File: config.mk
export PLATFORM = sky130hd
export DESIGN_NAME = serial_rx_arbiter
export DESIGN_NICKNAME = d
export VERILOG_FILES = /design/src/serial_pkg.sv /design/src/serial_rx_arbiter.sv
export SDC_FILE = /design/constraint.sdc
export NUM_CORES = 1
export LEC_CHECK = 0
export BUFFER_PORTS_ARGS = -buffer_cell sky130_fd_sc_hd__clkbuf_2
export CAP_MARGIN = 25
export CELL_PAD_IN_SITES_DETAIL_PLACEMENT = 1
export CELL_PAD_IN_SITES_GLOBAL_PLACEMENT = 1
export CORE_MARGIN = 3
export CORE_UTILIZATION = 54
export DETAILED_ROUTE_END_ITERATION = 16
export PLACE_DENSITY_LB_ADDON = 0.05
export SETUP_SLACK_MARGIN = 0.5
export SLEW_MARGIN = 5
export SYNTH_ARGS = -nofsm -noshare
export SYNTH_HDL_FRONTEND = slang
export SYNTH_SLANG_ARGS = --single-unit
File: constraint.sdc
create_clock -name clk -period 3.31 [get_ports clk]
set_clock_uncertainty 0.1 [all_clocks]
set_input_delay 0.331 -clock clk [delete_from_list [all_inputs] [get_ports clk]]
set_output_delay 0.331 -clock clk [all_outputs]
set_load 0.01 [all_outputs]
File: src/serial_pkg.sv
// Purpose: shared constants and types for the serial receive/arbiter block
// Assumes: 8-bit register port, one clock
// Notes:   register offsets are local choices
package serial_pkg;
  localparam logic [2:0] OFF_STATUS_ONE  = 3'h0;
  localparam logic [2:0] OFF_STATUS_TWO  = 3'h1;
  localparam logic [2:0] OFF_CONTROL_ONE = 3'h2;
  localparam logic [2:0] OFF_CONTROL_TWO = 3'h3;
  localparam logic [2:0] OFF_CONTROL_THR = 3'h4;
  localparam logic [2:0] OFF_DATA        = 3'h5;
  localparam logic [2:0] OFF_ARB_CTL     = 3'h6;
  localparam logic [2:0] OFF_ARB_CNT     = 3'h7;
  // Status one fields
  localparam int FLD_RX_FULL  = 5;
  localparam int FLD_NOISE    = 2;
  localparam int FLD_FRAMING  = 1;
  localparam int FLD_PARITY   = 0;
  // Status two fields
  localparam int FLD_BREAK    = 1;
  localparam int FLD_RX_BUSY  = 0;
  // Control one fields
  localparam int FLD_NINE_BIT = 4;
  localparam int FLD_TX_INV   = 5;
  // Control two fields
  localparam int FLD_RX_IE    = 5;
  localparam int FLD_TX_EN    = 3;
  localparam int FLD_RX_EN    = 2;
  localparam int FLD_SEND_BRK = 0;
  // Control three fields
  localparam int FLD_NINTH    = 7;
  // Arbiter control fields
  localparam int FLD_AM_HIGH  = 7;
  localparam int FLD_AM_LOW   = 6;
  localparam int FLD_LOST     = 5;
  localparam int FLD_ACLK     = 4;
  localparam int FLD_DONE     = 1;
  localparam int FLD_RUNNING  = 0;
  // Reset values
  localparam logic [7:0] RST_CONTROL = 8'h00;
  // Arbitration sample points
  localparam logic [8:0] ARB_SAMPLE_DIV4 = 9'h038;
  localparam logic [8:0] ARB_SAMPLE_PRES = 9'h008;
  // Timing
  localparam int BUS_DIV   = 4;
  localparam int BAUD_DIV  = 16;
  localparam int OVERSAMPLE = 16;
  typedef enum logic [1:0]
  {
    AM_IDLE    = 2'b00,
    AM_MEASURE = 2'b01,
    AM_ARB     = 2'b10,
    AM_RSVD    = 2'b11
  } arb_mode_t;
  typedef enum logic [1:0]
  {
    TX_IDLE  = 2'b00,
    TX_PRE   = 2'b01,
    TX_DATA  = 2'b10,
    TX_BREAK = 2'b11
  } tx_state_t;
  typedef struct packed
  {
    logic       wr;
    logic       rd;
    logic [2:0] addr;
    logic [7:0] wdata;
  } reg_req_t;
endpackage : serial_pkg

File: src/serial_rx_arbiter.sv
// Purpose: serial transmit idle/inversion, receiver and bus arbiter
// Assumes: rx pin asynchronous; registers on a plain strobe port
// Notes:   one clock, slower rates are enable pulses
//
// Our own choices: the placing of the registers and strobed register access.
`timescale 1ns/1ps
`default_nettype none
module serial_rx_arbiter
  import serial_pkg::*;
#(
  parameter int BAUD_DIVIDE = BAUD_DIV
)
(
  input  wire logic       clk,
  input  wire logic       nrst,
  input  wire logic [2:0] addr,
  input  wire logic [7:0] wdata,
  input  wire logic       wr,
  input  wire logic       rd,
  output logic      [7:0] rdata,
  input  wire logic       rx_pin,
  output logic            tx_pin,
  output logic            rx_irq
);
  reg_req_t   req;
  logic       rx_meta_reg;
  logic       rx_sync_reg;
  logic [7:0] ctl1_reg;
  logic [7:0] ctl2_reg;
  logic [7:0] data_reg;
  logic       ninth_reg;
  logic       full_reg;
  logic       frame_reg;
  logic       noise_reg;
  logic       break_reg;
  logic       busy_reg;
  logic [7:0] rdata_reg;
  logic [1:0] am_reg;
  logic       aclk_reg;
  logic       lost_reg;
  logic       done_reg;
  logic       run_reg;
  logic [9:0] acnt_reg;
  logic       seen_low_reg;
  logic       txd_prev_reg;
  logic [1:0] div4_reg;
  logic [7:0] pres_reg;
  logic       half_reg;
  logic [3:0] rsub_reg;
  logic [3:0] rbit_reg;
  logic [9:0] rshift_reg;
  logic       rx_prev_reg;
  logic       meas_prev_reg;
  tx_state_t  tx_state_reg;
  logic [3:0] tbit_reg;
  logic [3:0] tsub_reg;
  logic [8:0] tshift_reg;
  logic       tx_en_prev_reg;
  logic       idle_queued_reg;
  logic       txd_reg;
  assign req = '{wr: wr, rd: rd, addr: addr, wdata: wdata};
  // Decode
  wire wr_ctl1 = req.wr && req.addr == OFF_CONTROL_ONE;
  wire wr_ctl2 = req.wr && req.addr == OFF_CONTROL_TWO;
  wire wr_st1  = req.wr && req.addr == OFF_STATUS_ONE;
  wire wr_st2  = req.wr && req.addr == OFF_STATUS_TWO;
  wire wr_arb  = req.wr && req.addr == OFF_ARB_CTL;
  wire rd_data = req.rd && req.addr == OFF_DATA;
  wire nine    = ctl1_reg[FLD_NINE_BIT];
  wire tx_en   = ctl2_reg[FLD_TX_EN];
  wire rx_en   = ctl2_reg[FLD_RX_EN];
  // Enables: prescaler gives 16x baud ticks
  wire pres_tick = pres_reg == 8'(BAUD_DIVIDE - 1);
  wire div4_tick = div4_reg == 2'(BUS_DIV - 1);
  wire acnt_tick = aclk_reg ? (pres_tick && half_reg) : div4_tick;
  wire rx        = rx_sync_reg;
  // Receiver
  wire [3:0] rx_len   = nine ? 4'hA : 4'h9;
  wire       rx_start = rx_en && !busy_reg && !rx && rx_prev_reg && pres_tick;
  wire       rx_mid   = busy_reg && pres_tick && rsub_reg == 4'(OVERSAMPLE / 2 - 1);
  wire       rx_last  = rx_mid && rbit_reg == rx_len;
  wire [9:0] rx_word  = {rx, rshift_reg[9:1]};
  wire [8:0] rx_data  = nine ? rx_word[8:0] : {rx_word[8], rx_word[8:1]};
  wire       rx_brk   = rx_last && rx_word == 10'h000 && !rx;
  wire       rx_ferr  = rx_last && !rx;
  // Arbiter
  wire txd_rise   = txd_reg && !txd_prev_reg;
  wire arb_mode   = am_reg == AM_ARB;
  wire meas_mode  = am_reg == AM_MEASURE;
  wire [8:0] samp = aclk_reg ? ARB_SAMPLE_PRES : ARB_SAMPLE_DIV4;
  wire arb_sample = arb_mode && run_reg && acnt_tick && acnt_reg[8:0] == samp;
  wire arb_reset  = arb_mode && !txd_reg && !seen_low_reg && !lost_reg;
  wire meas_edge  = meas_mode && (rx != meas_prev_reg);
  wire [1:0] am_next = wdata[FLD_AM_HIGH:FLD_AM_LOW];
  // Transmitter bit level before inversion
  wire tx_last = pres_tick && tsub_reg == 4'(OVERSAMPLE - 1)
                 && tbit_reg == (nine ? 4'hA : 4'h9);
  wire tx_raw  = (tx_state_reg == TX_DATA) ? tshift_reg[0]
               : (tx_state_reg == TX_BREAK) ? 1'b0 : 1'b1;
  always_ff @(posedge clk or negedge nrst)
  begin
    if (!nrst)
    begin
      rx_meta_reg <= 1'b1;
      rx_sync_reg <= 1'b1;
    end
    else
    begin
      rx_meta_reg <= rx_pin;
      rx_sync_reg <= rx_meta_reg;
    end
  end
  // Dividers
  always_ff @(posedge clk or negedge nrst)
  begin
    if (!nrst)
    begin
      div4_reg <= 2'h0;
      pres_reg <= 8'h00;
      half_reg <= 1'b0;
    end
    else
    begin
      div4_reg <= div4_reg + 2'h1;
      pres_reg <= pres_tick ? 8'h00 : pres_reg + 8'h01;
      if (pres_tick)
        half_reg <= !half_reg;
    end
  end
  // Control registers
  always_ff @(posedge clk or negedge nrst)
  begin
    if (!nrst)
    begin
      ctl1_reg <= RST_CONTROL;
      ctl2_reg <= RST_CONTROL;
    end
    else
    begin
      if (wr_ctl1)
        ctl1_reg <= wdata;
      if (wr_ctl2)
        ctl2_reg <= wdata;
    end
  end
  // Receive shifter
  always_ff @(posedge clk or negedge nrst)
  begin
    if (!nrst)
    begin
      busy_reg    <= 1'b0;
      rsub_reg    <= 4'h0;
      rbit_reg    <= 4'h0;
      rshift_reg  <= 10'h000;
      rx_prev_reg <= 1'b1;
    end
    else
    begin
      if (pres_tick)
        rx_prev_reg <= rx;
      if (rx_start)
      begin
        busy_reg <= 1'b1;
        rsub_reg <= 4'h0;
        rbit_reg <= 4'h0;
      end
      else if (busy_reg && pres_tick)
      begin
        rsub_reg <= rsub_reg + 4'h1;
        if (rx_mid)
        begin
          rshift_reg <= rx_word;
          rbit_reg   <= rbit_reg + 4'h1;
          if (rx_last)
            busy_reg <= 1'b0;
        end
      end
    end
  end
  // Receive data and flags; set wins over clear
  always_ff @(posedge clk or negedge nrst)
  begin
    if (!nrst)
    begin
      data_reg  <= 8'h00;
      ninth_reg <= 1'b0;
      full_reg  <= 1'b0;
      frame_reg <= 1'b0;
      noise_reg <= 1'b0;
      break_reg <= 1'b0;
    end
    else
    begin
      if (rx_brk)
      begin
        data_reg  <= 8'h00;
        ninth_reg <= 1'b0;
      end
      else if (rx_last)
      begin
        data_reg  <= rx_data[7:0];
        ninth_reg <= nine ? rx_data[8] : rx_data[7];
      end
      if (wr_st1 && wdata[FLD_RX_FULL])
        full_reg <= 1'b0;
      if (rd_data)
        full_reg <= 1'b0;
      if (rx_last)
        full_reg <= 1'b1;
      if (wr_st1 && wdata[FLD_FRAMING])
        frame_reg <= 1'b0;
      if (rx_ferr)
        frame_reg <= 1'b1;
      if (wr_st1 && wdata[FLD_NOISE])
        noise_reg <= 1'b0;
      if (rx_mid && rx != rx_prev_reg && rbit_reg == 4'h0)
        noise_reg <= 1'b1;
      if (wr_st2 && wdata[FLD_BREAK])
        break_reg <= 1'b0;
      if (rx_brk)
        break_reg <= 1'b1;
    end
  end
  // Transmitter
  always_ff @(posedge clk or negedge nrst)
  begin
    if (!nrst)
    begin
      tx_state_reg    <= TX_IDLE;
      tbit_reg        <= 4'h0;
      tsub_reg        <= 4'h0;
      tshift_reg      <= 9'h1FF;
      tx_en_prev_reg  <= 1'b0;
      idle_queued_reg <= 1'b0;
      txd_reg         <= 1'b1;
    end
    else
    begin
      tx_en_prev_reg <= tx_en;
      txd_reg        <= tx_raw;
      if (tx_en && !tx_en_prev_reg && tx_state_reg != TX_IDLE)
        idle_queued_reg <= 1'b1;
      if (pres_tick && tx_state_reg != TX_IDLE)
        tsub_reg <= tsub_reg + 4'h1;
      if (pres_tick && tsub_reg == 4'(OVERSAMPLE - 1) && tx_state_reg == TX_DATA)
        tshift_reg <= {1'b1, tshift_reg[8:1]};
      if (pres_tick && tsub_reg == 4'(OVERSAMPLE - 1))
        tbit_reg <= tbit_reg + 4'h1;
      unique case (tx_state_reg)
        TX_IDLE:
          if (tx_en && !tx_en_prev_reg)
          begin
            tx_state_reg <= TX_PRE;
            tbit_reg     <= 4'h0;
            tsub_reg     <= 4'h0;
          end
        TX_PRE, TX_DATA, TX_BREAK:
          if (tx_last)
          begin
            tbit_reg <= 4'h0;
            if (idle_queued_reg)
            begin
              tx_state_reg    <= TX_PRE;
              idle_queued_reg <= 1'b0;
            end
            else if (!tx_en)
              tx_state_reg <= TX_IDLE;
            else if (ctl2_reg[FLD_SEND_BRK])
              tx_state_reg <= TX_BREAK;
            else
            begin
              tx_state_reg <= TX_DATA;
              tshift_reg   <= 9'h0FE;
            end
          end
      endcase
    end
  end
  // Arbiter
  always_ff @(posedge clk or negedge nrst)
  begin
    if (!nrst)
    begin
      am_reg        <= AM_IDLE;
      aclk_reg      <= 1'b0;
      lost_reg      <= 1'b0;
      done_reg      <= 1'b0;
      run_reg       <= 1'b0;
      acnt_reg      <= 10'h000;
      seen_low_reg  <= 1'b0;
      txd_prev_reg  <= 1'b1;
      meas_prev_reg <= 1'b1;
    end
    else
    begin
      txd_prev_reg  <= txd_reg;
      meas_prev_reg <= rx;
      if (wr_arb)
      begin
        am_reg   <= am_next;
        aclk_reg <= wdata[FLD_ACLK];
        done_reg <= 1'b0;
        if (!wdata[FLD_AM_HIGH])
          lost_reg <= 1'b0;
      end
      if (am_reg == AM_IDLE || am_reg == AM_RSVD)
      begin
        acnt_reg     <= 10'h000;
        run_reg      <= 1'b0;
        seen_low_reg <= 1'b0;
      end
      else if (arb_mode && txd_rise && !lost_reg)
      begin
        acnt_reg     <= 10'h000;
        run_reg      <= 1'b1;
        seen_low_reg <= 1'b0;
      end
      else if (arb_reset && run_reg)
      begin
        acnt_reg <= 10'h000;
        run_reg  <= 1'b0;
      end
      else if (meas_edge)
      begin
        if (run_reg)
        begin
          run_reg  <= 1'b0;
          done_reg <= 1'b1;
        end
        else if (!done_reg)
        begin
          acnt_reg <= 10'h000;
          run_reg  <= 1'b1;
        end
      end
      else if (run_reg && acnt_tick && !acnt_reg[9])
        acnt_reg <= acnt_reg + 10'h001;
      if (arb_mode && !rx)
        seen_low_reg <= 1'b1;
      if (arb_sample && !rx)
        lost_reg <= 1'b1;
    end
  end
  // Read data one cycle after strobe
  wire [7:0] st1_val = {2'b00, full_reg, 2'b00, noise_reg, frame_reg, 1'b0};
  wire [7:0] st2_val = {6'h00, break_reg, busy_reg};
  wire [7:0] arb_val = {am_reg, lost_reg, aclk_reg, 1'b0, acnt_reg[9],
                        done_reg, run_reg};
  wire [7:0] rd_mux  =
      (req.addr == OFF_STATUS_ONE)  ? st1_val
    : (req.addr == OFF_STATUS_TWO)  ? st2_val
    : (req.addr == OFF_CONTROL_ONE) ? ctl1_reg
    : (req.addr == OFF_CONTROL_TWO) ? ctl2_reg
    : (req.addr == OFF_CONTROL_THR) ? {ninth_reg, 7'h00}
    : (req.addr == OFF_DATA)        ? data_reg
    : (req.addr == OFF_ARB_CTL)     ? arb_val
    : acnt_reg[7:0];
  always_ff @(posedge clk or negedge nrst)
  begin
    if (!nrst)
      rdata_reg <= 8'h00;
    else
      rdata_reg <= req.rd ? rd_mux : 8'h00;
  end
  assign rdata  = rdata_reg;
  assign tx_pin = lost_reg ? 1'b1 : (txd_reg ^ ctl1_reg[FLD_TX_INV]);
  assign rx_irq = full_reg && ctl2_reg[FLD_RX_IE];
endmodule : serial_rx_arbiter
`default_nettype wire

==> results of run 1 <==
[worst max-delay path by stage]
stage	from	endpoint	slack [ns]	cells past startpoint
2_1_floorplan	pres_reg[0]	data_reg[1]	1.17	7
3_3_place_gp	pres_reg[5]	data_reg[2]	0.71	4
5_1_grt	pres_reg[5]	data_reg[4]	0.74	5
6_report	pres_reg[5]	tx_state_reg[1]	0.85	4
4_1_cts	pres_reg[5]	data_reg[2]	0.57	4
3_5_place_dp	pres_reg[5]	data_reg[2]	0.56	4
[cell usage after synthesis (3+ instances only)]
library cell / number
sky130_fd_sc_hd__dfrtp_1: 95
sky130_fd_sc_hd__mux2_2: 50
sky130_fd_sc_hd__nand2_1: 29
sky130_fd_sc_hd__nor2_1: 23
sky130_fd_sc_hd__nand3_1: 22
sky130_fd_sc_hd__a21oi_1: 20
sky130_fd_sc_hd__inv_1: 20
sky130_fd_sc_hd__mux2i_1: 20
sky130_fd_sc_hd__o21ai_0: 18
sky130_fd_sc_hd__dfstp_2: 15
sky130_fd_sc_hd__clkbuf_1: 12
sky130_fd_sc_hd__ha_1: 11
sky130_fd_sc_hd__xnor2_1: 11
sky130_fd_sc_hd__nor2b_1: 9
sky130_fd_sc_hd__xor2_1: 8
sky130_fd_sc_hd__nor3_1: 7
sky130_fd_sc_hd__nand2b_1: 6
sky130_fd_sc_hd__nand4_1: 6
sky130_fd_sc_hd__nor4_1: 6
sky130_fd_sc_hd__a211oi_1: 5
sky130_fd_sc_hd__a22o_1: 5
sky130_fd_sc_hd__buf_1: 5
sky130_fd_sc_hd__a22oi_1: 4
sky130_fd_sc_hd__and2_1: 4
sky130_fd_sc_hd__nand3b_1: 4
sky130_fd_sc_hd__a21boi_0: 3
sky130_fd_sc_hd__a32o_1: 3
sky130_fd_sc_hd__and3_1: 3
sky130_fd_sc_hd__nand4b_1: 3
sky130_fd_sc_hd__nor3_2: 3
sky130_fd_sc_hd__nor4_2: 3
sky130_fd_sc_hd__nor4b_1: 3
sky130_fd_sc_hd__o211ai_1: 3
sky130_fd_sc_hd__o22ai_1: 3
sky130_fd_sc_hd__or4_1: 3
[cell usage in the layout (no fill, tap or decap), types with 4 or more instances in the layout]
cell,n
sky130_fd_sc_hd__a211oi_1,5
sky130_fd_sc_hd__a21oi_1,20
sky130_fd_sc_hd__a22o_1,5
sky130_fd_sc_hd__a22oi_1,4
sky130_fd_sc_hd__and2_1,4
sky130_fd_sc_hd__buf_4,6
sky130_fd_sc_hd__clkbuf_2,24
sky130_fd_sc_hd__clkbuf_8,9
sky130_fd_sc_hd__dfrtp_1,95
sky130_fd_sc_hd__dfstp_2,15
sky130_fd_sc_hd__ha_1,11
sky130_fd_sc_hd__inv_1,20
sky130_fd_sc_hd__mux2_2,50
sky130_fd_sc_hd__mux2i_1,20
sky130_fd_sc_hd__nand2_1,29
sky130_fd_sc_hd__nand2b_1,6
sky130_fd_sc_hd__nand3_1,22
sky130_fd_sc_hd__nand3b_1,4
sky130_fd_sc_hd__nand4_1,6
sky130_fd_sc_hd__nor2_1,23
sky130_fd_sc_hd__nor2b_1,9
sky130_fd_sc_hd__nor3_1,7
sky130_fd_sc_hd__nor4_1,6
sky130_fd_sc_hd__o21ai_0,18
sky130_fd_sc_hd__xnor2_1,11
sky130_fd_sc_hd__xor2_1,8
[timing repair]
item,4_1_cts,5_1_grt
hold endpoints to repair,63,0
endpoints found under the setup margin,0,9
setup buffers,0,1
hold buffers,2,0
[area by class of cell]
cell class / instances / area [um^2] / area share
flip-flops and latches: 110 / 2770 / 0.454
multi-input cells: 340 / 2620 / 0.429
repair buffers: 34 / 225 / 0.0369
well taps: 133 / 166 / 0.0272
clock inverters: 7 / 126 / 0.0207
clock buffers: 9 / 124 / 0.0203
inverters: 20 / 75.1 / 0.0123
[kinds of logic (layout without fill, tap and decap cells)]
| group | after synthesis | after routing | share of synthesized area |
|---|---|---|---|
| simple gates | 155 | 155 | 0.171 |
| flops | 110 | 110 | 0.498 |
| compound gates | 82 | 82 | 0.0993 |
| mux | 73 | 73 | 0.146 |
| buf+inv | 41 | 70 | 0.0317 |
| xor+xnor | 19 | 19 | 0.0299 |
| fa+ha+maj | 11 | 11 | 0.0247 |
[worst max-delay path, delay by kind of cell (launching register included)]
family           cells  cell delay (ns)
flip-flops           1             0.47
multiplexers         1             0.34
AND/OR/NAND/NOR      3             1.45
[per-layer routing]
layer	up-vias	track usage	wire (um)
met5	-	0	0
met4	0	0.0550	112
met3	10	0.0504	580
met2	70	0.448	7090
met1	2027	0.309	5550
li1	1837	-	-
[power by group through the flow]
stage / clock (mW) / sequential [mW] / combinational [mW]
floorplan: 0 / 1.55 / 0.307
global placement: 0 / 1.59 / 0.426
detailed placement: 0 / 1.60 / 0.454
CTS: 1.02 / 1.58 / 0.458
global route: 1.07 / 1.60 / 0.508
finish: 0.991 / 1.58 / 0.456
[stage by stage]
step,setup slack [ns],hold slack (ns),cells,power (mW)
2_1_floorplan,1.17,-0.0646,491,1.86
3_3_place_gp,0.715,0.248,634,2.02
3_5_place_dp,0.560,0.251,634,2.06
4_1_cts,0.568,0.0983,652,3.05
5_1_grt,0.739,0.100,653,3.17
6_report,0.849,0.122,653,3.03
==> metrics.txt, run 1 <==
# TYPE chip_impl_metric gauge
chip_impl_info{name="crit-reg2reg-launch",value="pres_reg[5]"} 1
chip_impl_metric{name="layout-drive-gt1-share",unit=""} 0.256
chip_impl_metric{name="io_buffer_count",unit=""} 25
chip_impl_metric{name="area_growth",unit="%"} 9.70
chip_impl_metric{name="reg2reg_setup_slack",unit="ns"} 0.85
chip_impl_metric{name="synthesized_net_count",unit=""} 518
chip_impl_metric{name="detailedPlacementHpwl",unit="um"} 9550
chip_impl_metric{name="critical_path_arrival",unit="ns"} 2.64
chip_impl_info{name="endpoint_of_the_most_critical_register_to_register_path",value="tx_state_reg[1]"} 1
chip_impl_metric{name="worst_ep_required_time",unit="ns"} 3.49
chip_impl_metric{name="netSwitchingPower",unit="uW"} 864
chip_impl_metric{name="maxCapViolations",unit=""} 0
chip_impl_metric{name="drc",unit=""} 0
chip_impl_metric{name="static-leakage-power",unit="nW"} 2.70
chip_impl_metric{name="routed_wl",unit="um"} 13300
chip_impl_metric{name="floorplan.initialDensity",unit=""} 0.562
chip_impl_info{name="yosys.area.top_type",value="sky130_fd_sc_hd__dfrtp_1"} 1
chip_impl_metric{name="cts-htree-levels",unit=""} 3
chip_impl_metric{name="synth_top_area_share",unit=""} 0.427
chip_impl_metric{name="via_per_inst",unit=""} 6.04
chip_impl_metric{name="fp.dieArea",unit="um^2"} 11600
chip_impl_metric{name="irDropWorstVdd",unit="mV"} 0.646
chip_impl_metric{name="drtPass1Iterations",unit=""} 7
chip_impl_metric{name="r2r_cells",unit=""} 4
chip_impl_metric{name="core_area",unit="um^2"} 9910
chip_impl_info{name="yosys_most_used_dff",value="sky130_fd_sc_hd__dfrtp_1"} 1
chip_impl_info{name="cts_root_buf",value="sky130_fd_sc_hd__clkbuf_8"} 1
chip_impl_metric{name="hold-path-cell-count",unit=""} 2
chip_impl_metric{name="grt_residual_overflow",unit=""} 0
chip_impl_metric{name="combPwrFrac",unit=""} 0.151
chip_impl_metric{name="syn_area_cell",unit="um^2"} 11.3
chip_impl_metric{name="power-per-cell-area",unit="nW/um^2"} 495
chip_impl_metric{name="cts_sinks",unit=""} 110
chip_impl_metric{name="slew-limit-headroom",unit=""} 0.452
chip_impl_metric{name="dieHeight",unit="um"} 108
chip_impl_metric{name="first_global_vias",unit=""} 4230
chip_impl_metric{name="final_cell_area_excluding_filler_cells",unit="um^2"} 6110
chip_impl_metric{name="power_frac_clock",unit=""} 0.327
chip_impl_metric{name="insertedDiodeCount",unit=""} 0
chip_impl_metric{name="placed_instance_area",unit="um^2"} 5820
chip_impl_metric{name="cp_max_fo",unit=""} 13
chip_impl_metric{name="power_switching_share",unit=""} 0.286
chip_impl_info{name="tritoncts",value="built"} 1
chip_impl_metric{name="cts.clk_slew.worst_paths",unit="ns"} 0.10
chip_impl_metric{name="clkLatencyLatePin",unit="ns"} 0.39
chip_impl_metric{name="hold_violations",unit=""} 0
chip_impl_metric{name="track_usage",unit=""} 0.249
chip_impl_metric{name="final_period_minus_worst_setup_slack",unit="ns"} 2.46
chip_impl_metric{name="worst_pin_slew",unit="ns"} 0.822
chip_impl_metric{name="cts_inserted_buffers",unit=""} 9
chip_impl_info{name="crit_path_start_kind",value="register"} 1
chip_impl_metric{name="dr_total_vias",unit=""} 3944
chip_impl_metric{name="finalMaxSlewViolations",unit=""} 0
chip_impl_info{name="status",value="complete, no violations"} 1
chip_impl_metric{name="synth_enable_flop_cells",unit=""} 0
chip_impl_info{name="worst-setup-path-type",value="reg2reg"} 1
chip_impl_metric{name="grt_max_degree",unit=""} 64
chip_impl_metric{name="grt_pass1_wl",unit="um"} 22100
chip_impl_metric{name="largest_reg_flops",unit=""} 10
chip_impl_metric{name="cts_resized",unit=""} 0
chip_impl_info{name="setup_repair_after_global_routing_missed_its_margin",value="false"} 1
chip_impl_info{name="setup.worst_path.end_class",value="register"} 1
chip_impl_metric{name="netlist_area",unit="um^2"} 5570
chip_impl_metric{name="dieWidth",unit="um"} 108
chip_impl_info{name="crit_path_top_delay_cell",value="sky130_fd_sc_hd__or4_4"} 1
chip_impl_metric{name="final.period_utilization",unit=""} 0.744
chip_impl_metric{name="routed_wl_per_cell",unit="um"} 20.4
chip_impl_metric{name="placement_rows",unit=""} 36
chip_impl_metric{name="worst_path_largest_cell_delay",unit="ns"} 0.70
chip_impl_info{name="synth_area_leaders",value="sky130_fd_sc_hd__dfrtp_1, sky130_fd_sc_hd__mux2_2, sky130_fd_sc_hd__dfstp_2"} 1
chip_impl_metric{name="max_buffers_root_to_sink",unit=""} 2
chip_impl_metric{name="number_of_synthesized_register_bits",unit=""} 110
chip_impl_metric{name="ys_async_sr_fraction",unit=""} 1.00
chip_impl_metric{name="finalCoreUtilization",unit=""} 0.617
chip_impl_metric{name="postSynthCellCount",unit=""} 491
chip_impl_metric{name="internal_power",unit="mW"} 2.16
chip_impl_info{name="min-delay-path-class",value="in2reg"} 1
chip_impl_info{name="hold-path-endpoint",value="ctl1_reg[0]"} 1
chip_impl_metric{name="report.final.setup_viol",unit=""} 0
chip_impl_metric{name="finalSetupTns",unit="ns"} 0
chip_impl_metric{name="yosysWarningCount",unit=""} 0
chip_impl_metric{name="place.gp.congestion",unit=""} 0.890
chip_impl_metric{name="drt-initial-drc-count",unit=""} 256
chip_impl_metric{name="synth-seq-area-share",unit=""} 0.498
chip_impl_metric{name="ports",unit=""} 26
chip_impl_metric{name="fmax",unit="MHz"} 406
chip_impl_metric{name="netlist_cell_types",unit=""} 69
chip_impl_metric{name="antenna_found_initial",unit=""} 0
chip_impl_metric{name="final_net_count",unit=""} 542
chip_impl_metric{name="ant_nets",unit=""} 0
chip_impl_info{name="cp_cell_sequence",value="or4_4, nor3_4, and4b_1, mux2_4"} 1
chip_impl_metric{name="share_seq_of_total_power",unit=""} 0.522
chip_impl_metric{name="fillcell_total",unit=""} 1056
chip_impl_info{name="timing.hold.worst.start",value="wdata[0]"} 1
(Power assumes the default switching activity.)
==> run 2: changes to the inputs <==
- CORE_UTILIZATION: 54 -> 50
- clock period: 3.31 -> 2.3 ns (I/O delays scaled with it)
==> run 2 against run 1 <==
Compared with the run above: sequential share of layout area is 6.8 points lower; total power up 52%; largest power group unchanged; via count rose by 11%; clock power up 36%; flip-flop and latch count unchanged.
==> metrics.txt, run 2 (same netlist as run 1, synthesis figures left out) <==
# TYPE chip_impl_metric gauge
chip_impl_metric{name="first_global_vias",unit=""} 4921
chip_impl_metric{name="finalSetupTns",unit="ns"} 0
chip_impl_metric{name="core_area",unit="um^2"} 10600
chip_impl_metric{name="largest_reg_flops",unit=""} 10
chip_impl_metric{name="combPwrFrac",unit=""} 0.214
chip_impl_metric{name="grt_pass1_wl",unit="um"} 26900
chip_impl_info{name="most_frequent_cells_in_the_layout",value="sky130_fd_sc_hd__dfrtp_1, sky130_fd_sc_hd__buf_4, sky130_fd_sc_hd__mux2_2"} 1
chip_impl_metric{name="placed_instance_area",unit="um^2"} 6070
chip_impl_metric{name="maxCapViolations",unit=""} 0
chip_impl_metric{name="drtPass1Iterations",unit=""} 5
chip_impl_info{name="setup.worst_path.end_class",value="register"} 1
chip_impl_metric{name="place.gp.congestion",unit=""} 0.887
chip_impl_metric{name="routed_wl_per_cell",unit="um"} 23.7
chip_impl_metric{name="report.final.setup_viol",unit=""} 0
chip_impl_metric{name="cts_inserted_buffers",unit=""} 9
chip_impl_metric{name="final.period_utilization",unit=""} 0.934
chip_impl_info{name="setup_repair_after_global_routing_missed_its_margin",value="true"} 1
chip_impl_metric{name="netSwitchingPower",unit="mW"} 1.44
chip_impl_metric{name="dieHeight",unit="um"} 112
chip_impl_metric{name="critical_path_arrival",unit="ns"} 2.39
chip_impl_metric{name="worst_pin_slew",unit="ns"} 0.583
chip_impl_metric{name="drt-initial-drc-count",unit=""} 263
chip_impl_metric{name="cp_max_fo",unit=""} 4
chip_impl_metric{name="finalMaxSlewViolations",unit=""} 0
chip_impl_metric{name="ports",unit=""} 26
chip_impl_metric{name="area_of_the_multi_input_gates",unit="um^2"} 3090
chip_impl_metric{name="track_usage",unit=""} 0.276
chip_impl_metric{name="layout-drive-gt1-share",unit=""} 0.433
chip_impl_metric{name="clkLatencyLatePin",unit="ns"} 0.41
chip_impl_metric{name="dieWidth",unit="um"} 112
chip_impl_info{name="cts_root_buf",value="sky130_fd_sc_hd__clkbuf_8"} 1
chip_impl_metric{name="insertedDiodeCount",unit=""} 0
chip_impl_metric{name="antenna_found_initial",unit=""} 0
chip_impl_info{name="status",value="complete, no violations"} 1
chip_impl_info{name="crit-reg2reg-launch",value="pres_reg[7]"} 1
chip_impl_metric{name="p_total",unit="mW"} 4.60
chip_impl_metric{name="max_buffers_root_to_sink",unit=""} 2
chip_impl_info{name="worst-setup-path-type",value="reg2reg"} 1
chip_impl_metric{name="power_frac_clock",unit=""} 0.293
chip_impl_metric{name="internal_power",unit="mW"} 3.16
chip_impl_metric{name="r2r_cells",unit=""} 6
chip_impl_metric{name="worst_path_largest_cell_delay",unit="ns"} 0.59
chip_impl_info{name="min-delay-path-class",value="in2reg"} 1
chip_impl_info{name="endpoint_of_the_most_critical_register_to_register_path",value="tshift_reg[0]"} 1
chip_impl_metric{name="io_buffer_count",unit=""} 25
chip_impl_metric{name="power_switching_share",unit=""} 0.313
chip_impl_info{name="timing.critical_path.from",value="pres_reg[7]"} 1
chip_impl_metric{name="fillcell_total",unit=""} 1043
chip_impl_metric{name="final_cell_area_excluding_filler_cells",unit="um^2"} 7200
chip_impl_info{name="cp_cell_sequence",value="or4_4, buf_6, nor4_4, buf_4, mux2_4, and2_4"} 1
chip_impl_metric{name="cts-htree-levels",unit=""} 3
chip_impl_metric{name="drc",unit=""} 0
chip_impl_metric{name="grt_residual_overflow",unit=""} 0
chip_impl_metric{name="register_area",unit="um^2"} 2780
chip_impl_metric{name="hold-path-cell-count",unit=""} 2
chip_impl_metric{name="irDropWorstVdd",unit="mV"} 0.482
chip_impl_info{name="crit_path_top_delay_cell",value="sky130_fd_sc_hd__or4_4"} 1
chip_impl_info{name="tritoncts",value="built"} 1
chip_impl_info{name="worst_setup_path_endpoint",value="tshift_reg[0]"} 1
chip_impl_metric{name="slew-limit-headroom",unit=""} 0.611
chip_impl_metric{name="floorplan.initialDensity",unit=""} 0.528
chip_impl_metric{name="final_period_minus_worst_setup_slack",unit="ns"} 2.15
chip_impl_metric{name="ant_nets",unit=""} 0
chip_impl_metric{name="cts.clk_slew.worst_paths",unit="ns"} 0.12
chip_impl_metric{name="power-per-cell-area",unit="nW/um^2"} 640
chip_impl_info{name="final_common_cell",value="sky130_fd_sc_hd__dfrtp_1"} 1
chip_impl_metric{name="area_growth",unit="%"} 29.2
chip_impl_metric{name="share_seq_of_total_power",unit=""} 0.493
chip_impl_metric{name="fp.dieArea",unit="um^2"} 12400
chip_impl_metric{name="placement_rows",unit=""} 37
chip_impl_metric{name="dr_total_vias",unit=""} 4394
chip_impl_metric{name="whs",unit="ns"} 0.00228
chip_impl_metric{name="via_per_inst",unit=""} 6.09
chip_impl_metric{name="detailedPlacementHpwl",unit="um"} 10400
chip_impl_metric{name="reg2reg_setup_slack",unit="ns"} 0.15
chip_impl_metric{name="final_net_count",unit=""} 608
chip_impl_metric{name="routed_wl",unit="um"} 17100
chip_impl_metric{name="grt_max_degree",unit=""} 43
chip_impl_metric{name="fmax",unit="MHz"} 465
chip_impl_metric{name="static-leakage-power",unit="nW"} 3.14
chip_impl_metric{name="hold_violations",unit=""} 0
chip_impl_info{name="crit_path_start_kind",value="register"} 1
chip_impl_metric{name="cts_sinks",unit=""} 110
chip_impl_metric{name="worst_ep_required_time",unit="ns"} 2.54
-- run 2: worst min-delay path by stage --
stage,startpoint,to,slack (ns)
2_1_floorplan,nrst,aclk_reg,-0.17
6_report,wdata[5],ctl2_reg[5],0.002
3_5_place_dp,nrst,rshift_reg[2],0.1
3_3_place_gp,nrst,rshift_reg[2],0.09
4_1_cts,wdata[4],ctl1_reg[4],0.01
5_1_grt,wdata[5],ctl2_reg[5],-0.002
-- run 2: cell type report --
type,count,share of cell area
inverters,20,0.0104
clock inverters,7,0.0136
flip-flops and latches,110,0.386
multi-input cells,341,0.430
well taps,136,0.0236
repair buffers,99,0.120
clock buffers,9,0.0172
-- run 2: critical path: cells and delay by family (launching register included) --
kind	cells	cell delay, ns
multiplexers	1	0.29
AND/OR/NAND/NOR	3	0.92
buffers and inverters	2	0.32
flip-flops	1	0.45
-- run 2: timing repair --
item | in CTS | in global routing
gates cloned | 4 | 0
buffers inserted | 28 | 15
endpoints found under the hold margin | 33 | 0
resized for setup | 69 | 38
pin swaps | 32 | 31
setup endpoints to repair | 64 | 66
hold buffers | 5 | 0
-- run 2: stage by stage --
step | cells | utilization | worst slack (ns)
3_5_place_dp | 654 | 0.575 | 0.109
2_1_floorplan | 491 | - | 0.234
3_3_place_gp | 654 | 0.575 | 0.210
5_1_grt | 722 | 0.682 | 0.101
4_1_cts | 707 | 0.656 | 0.178
6_report | 722 | 0.682 | 0.152
-- run 2: power by group through the flow --
stage / Combinational [mW] / Clock [mW] / Sequential [mW]
after global routing: 1.06 / 1.45 / 2.29
after global placement: 0.672 / 0 / 2.27
final: 0.985 / 1.35 / 2.27
after detailed placement: 0.705 / 0 / 2.28
after CTS: 0.877 / 1.34 / 2.25
after floorplan: 0.469 / 0 / 2.23
-- run 2: routing by layer --
metal,track usage,up-vias,routed length (um)
met5,0,-,0
met4,0.113,0,500
met3,0.0641,42,705
met2,0.474,120,8910
met1,0.335,2264,6970
li1,-,1968,-
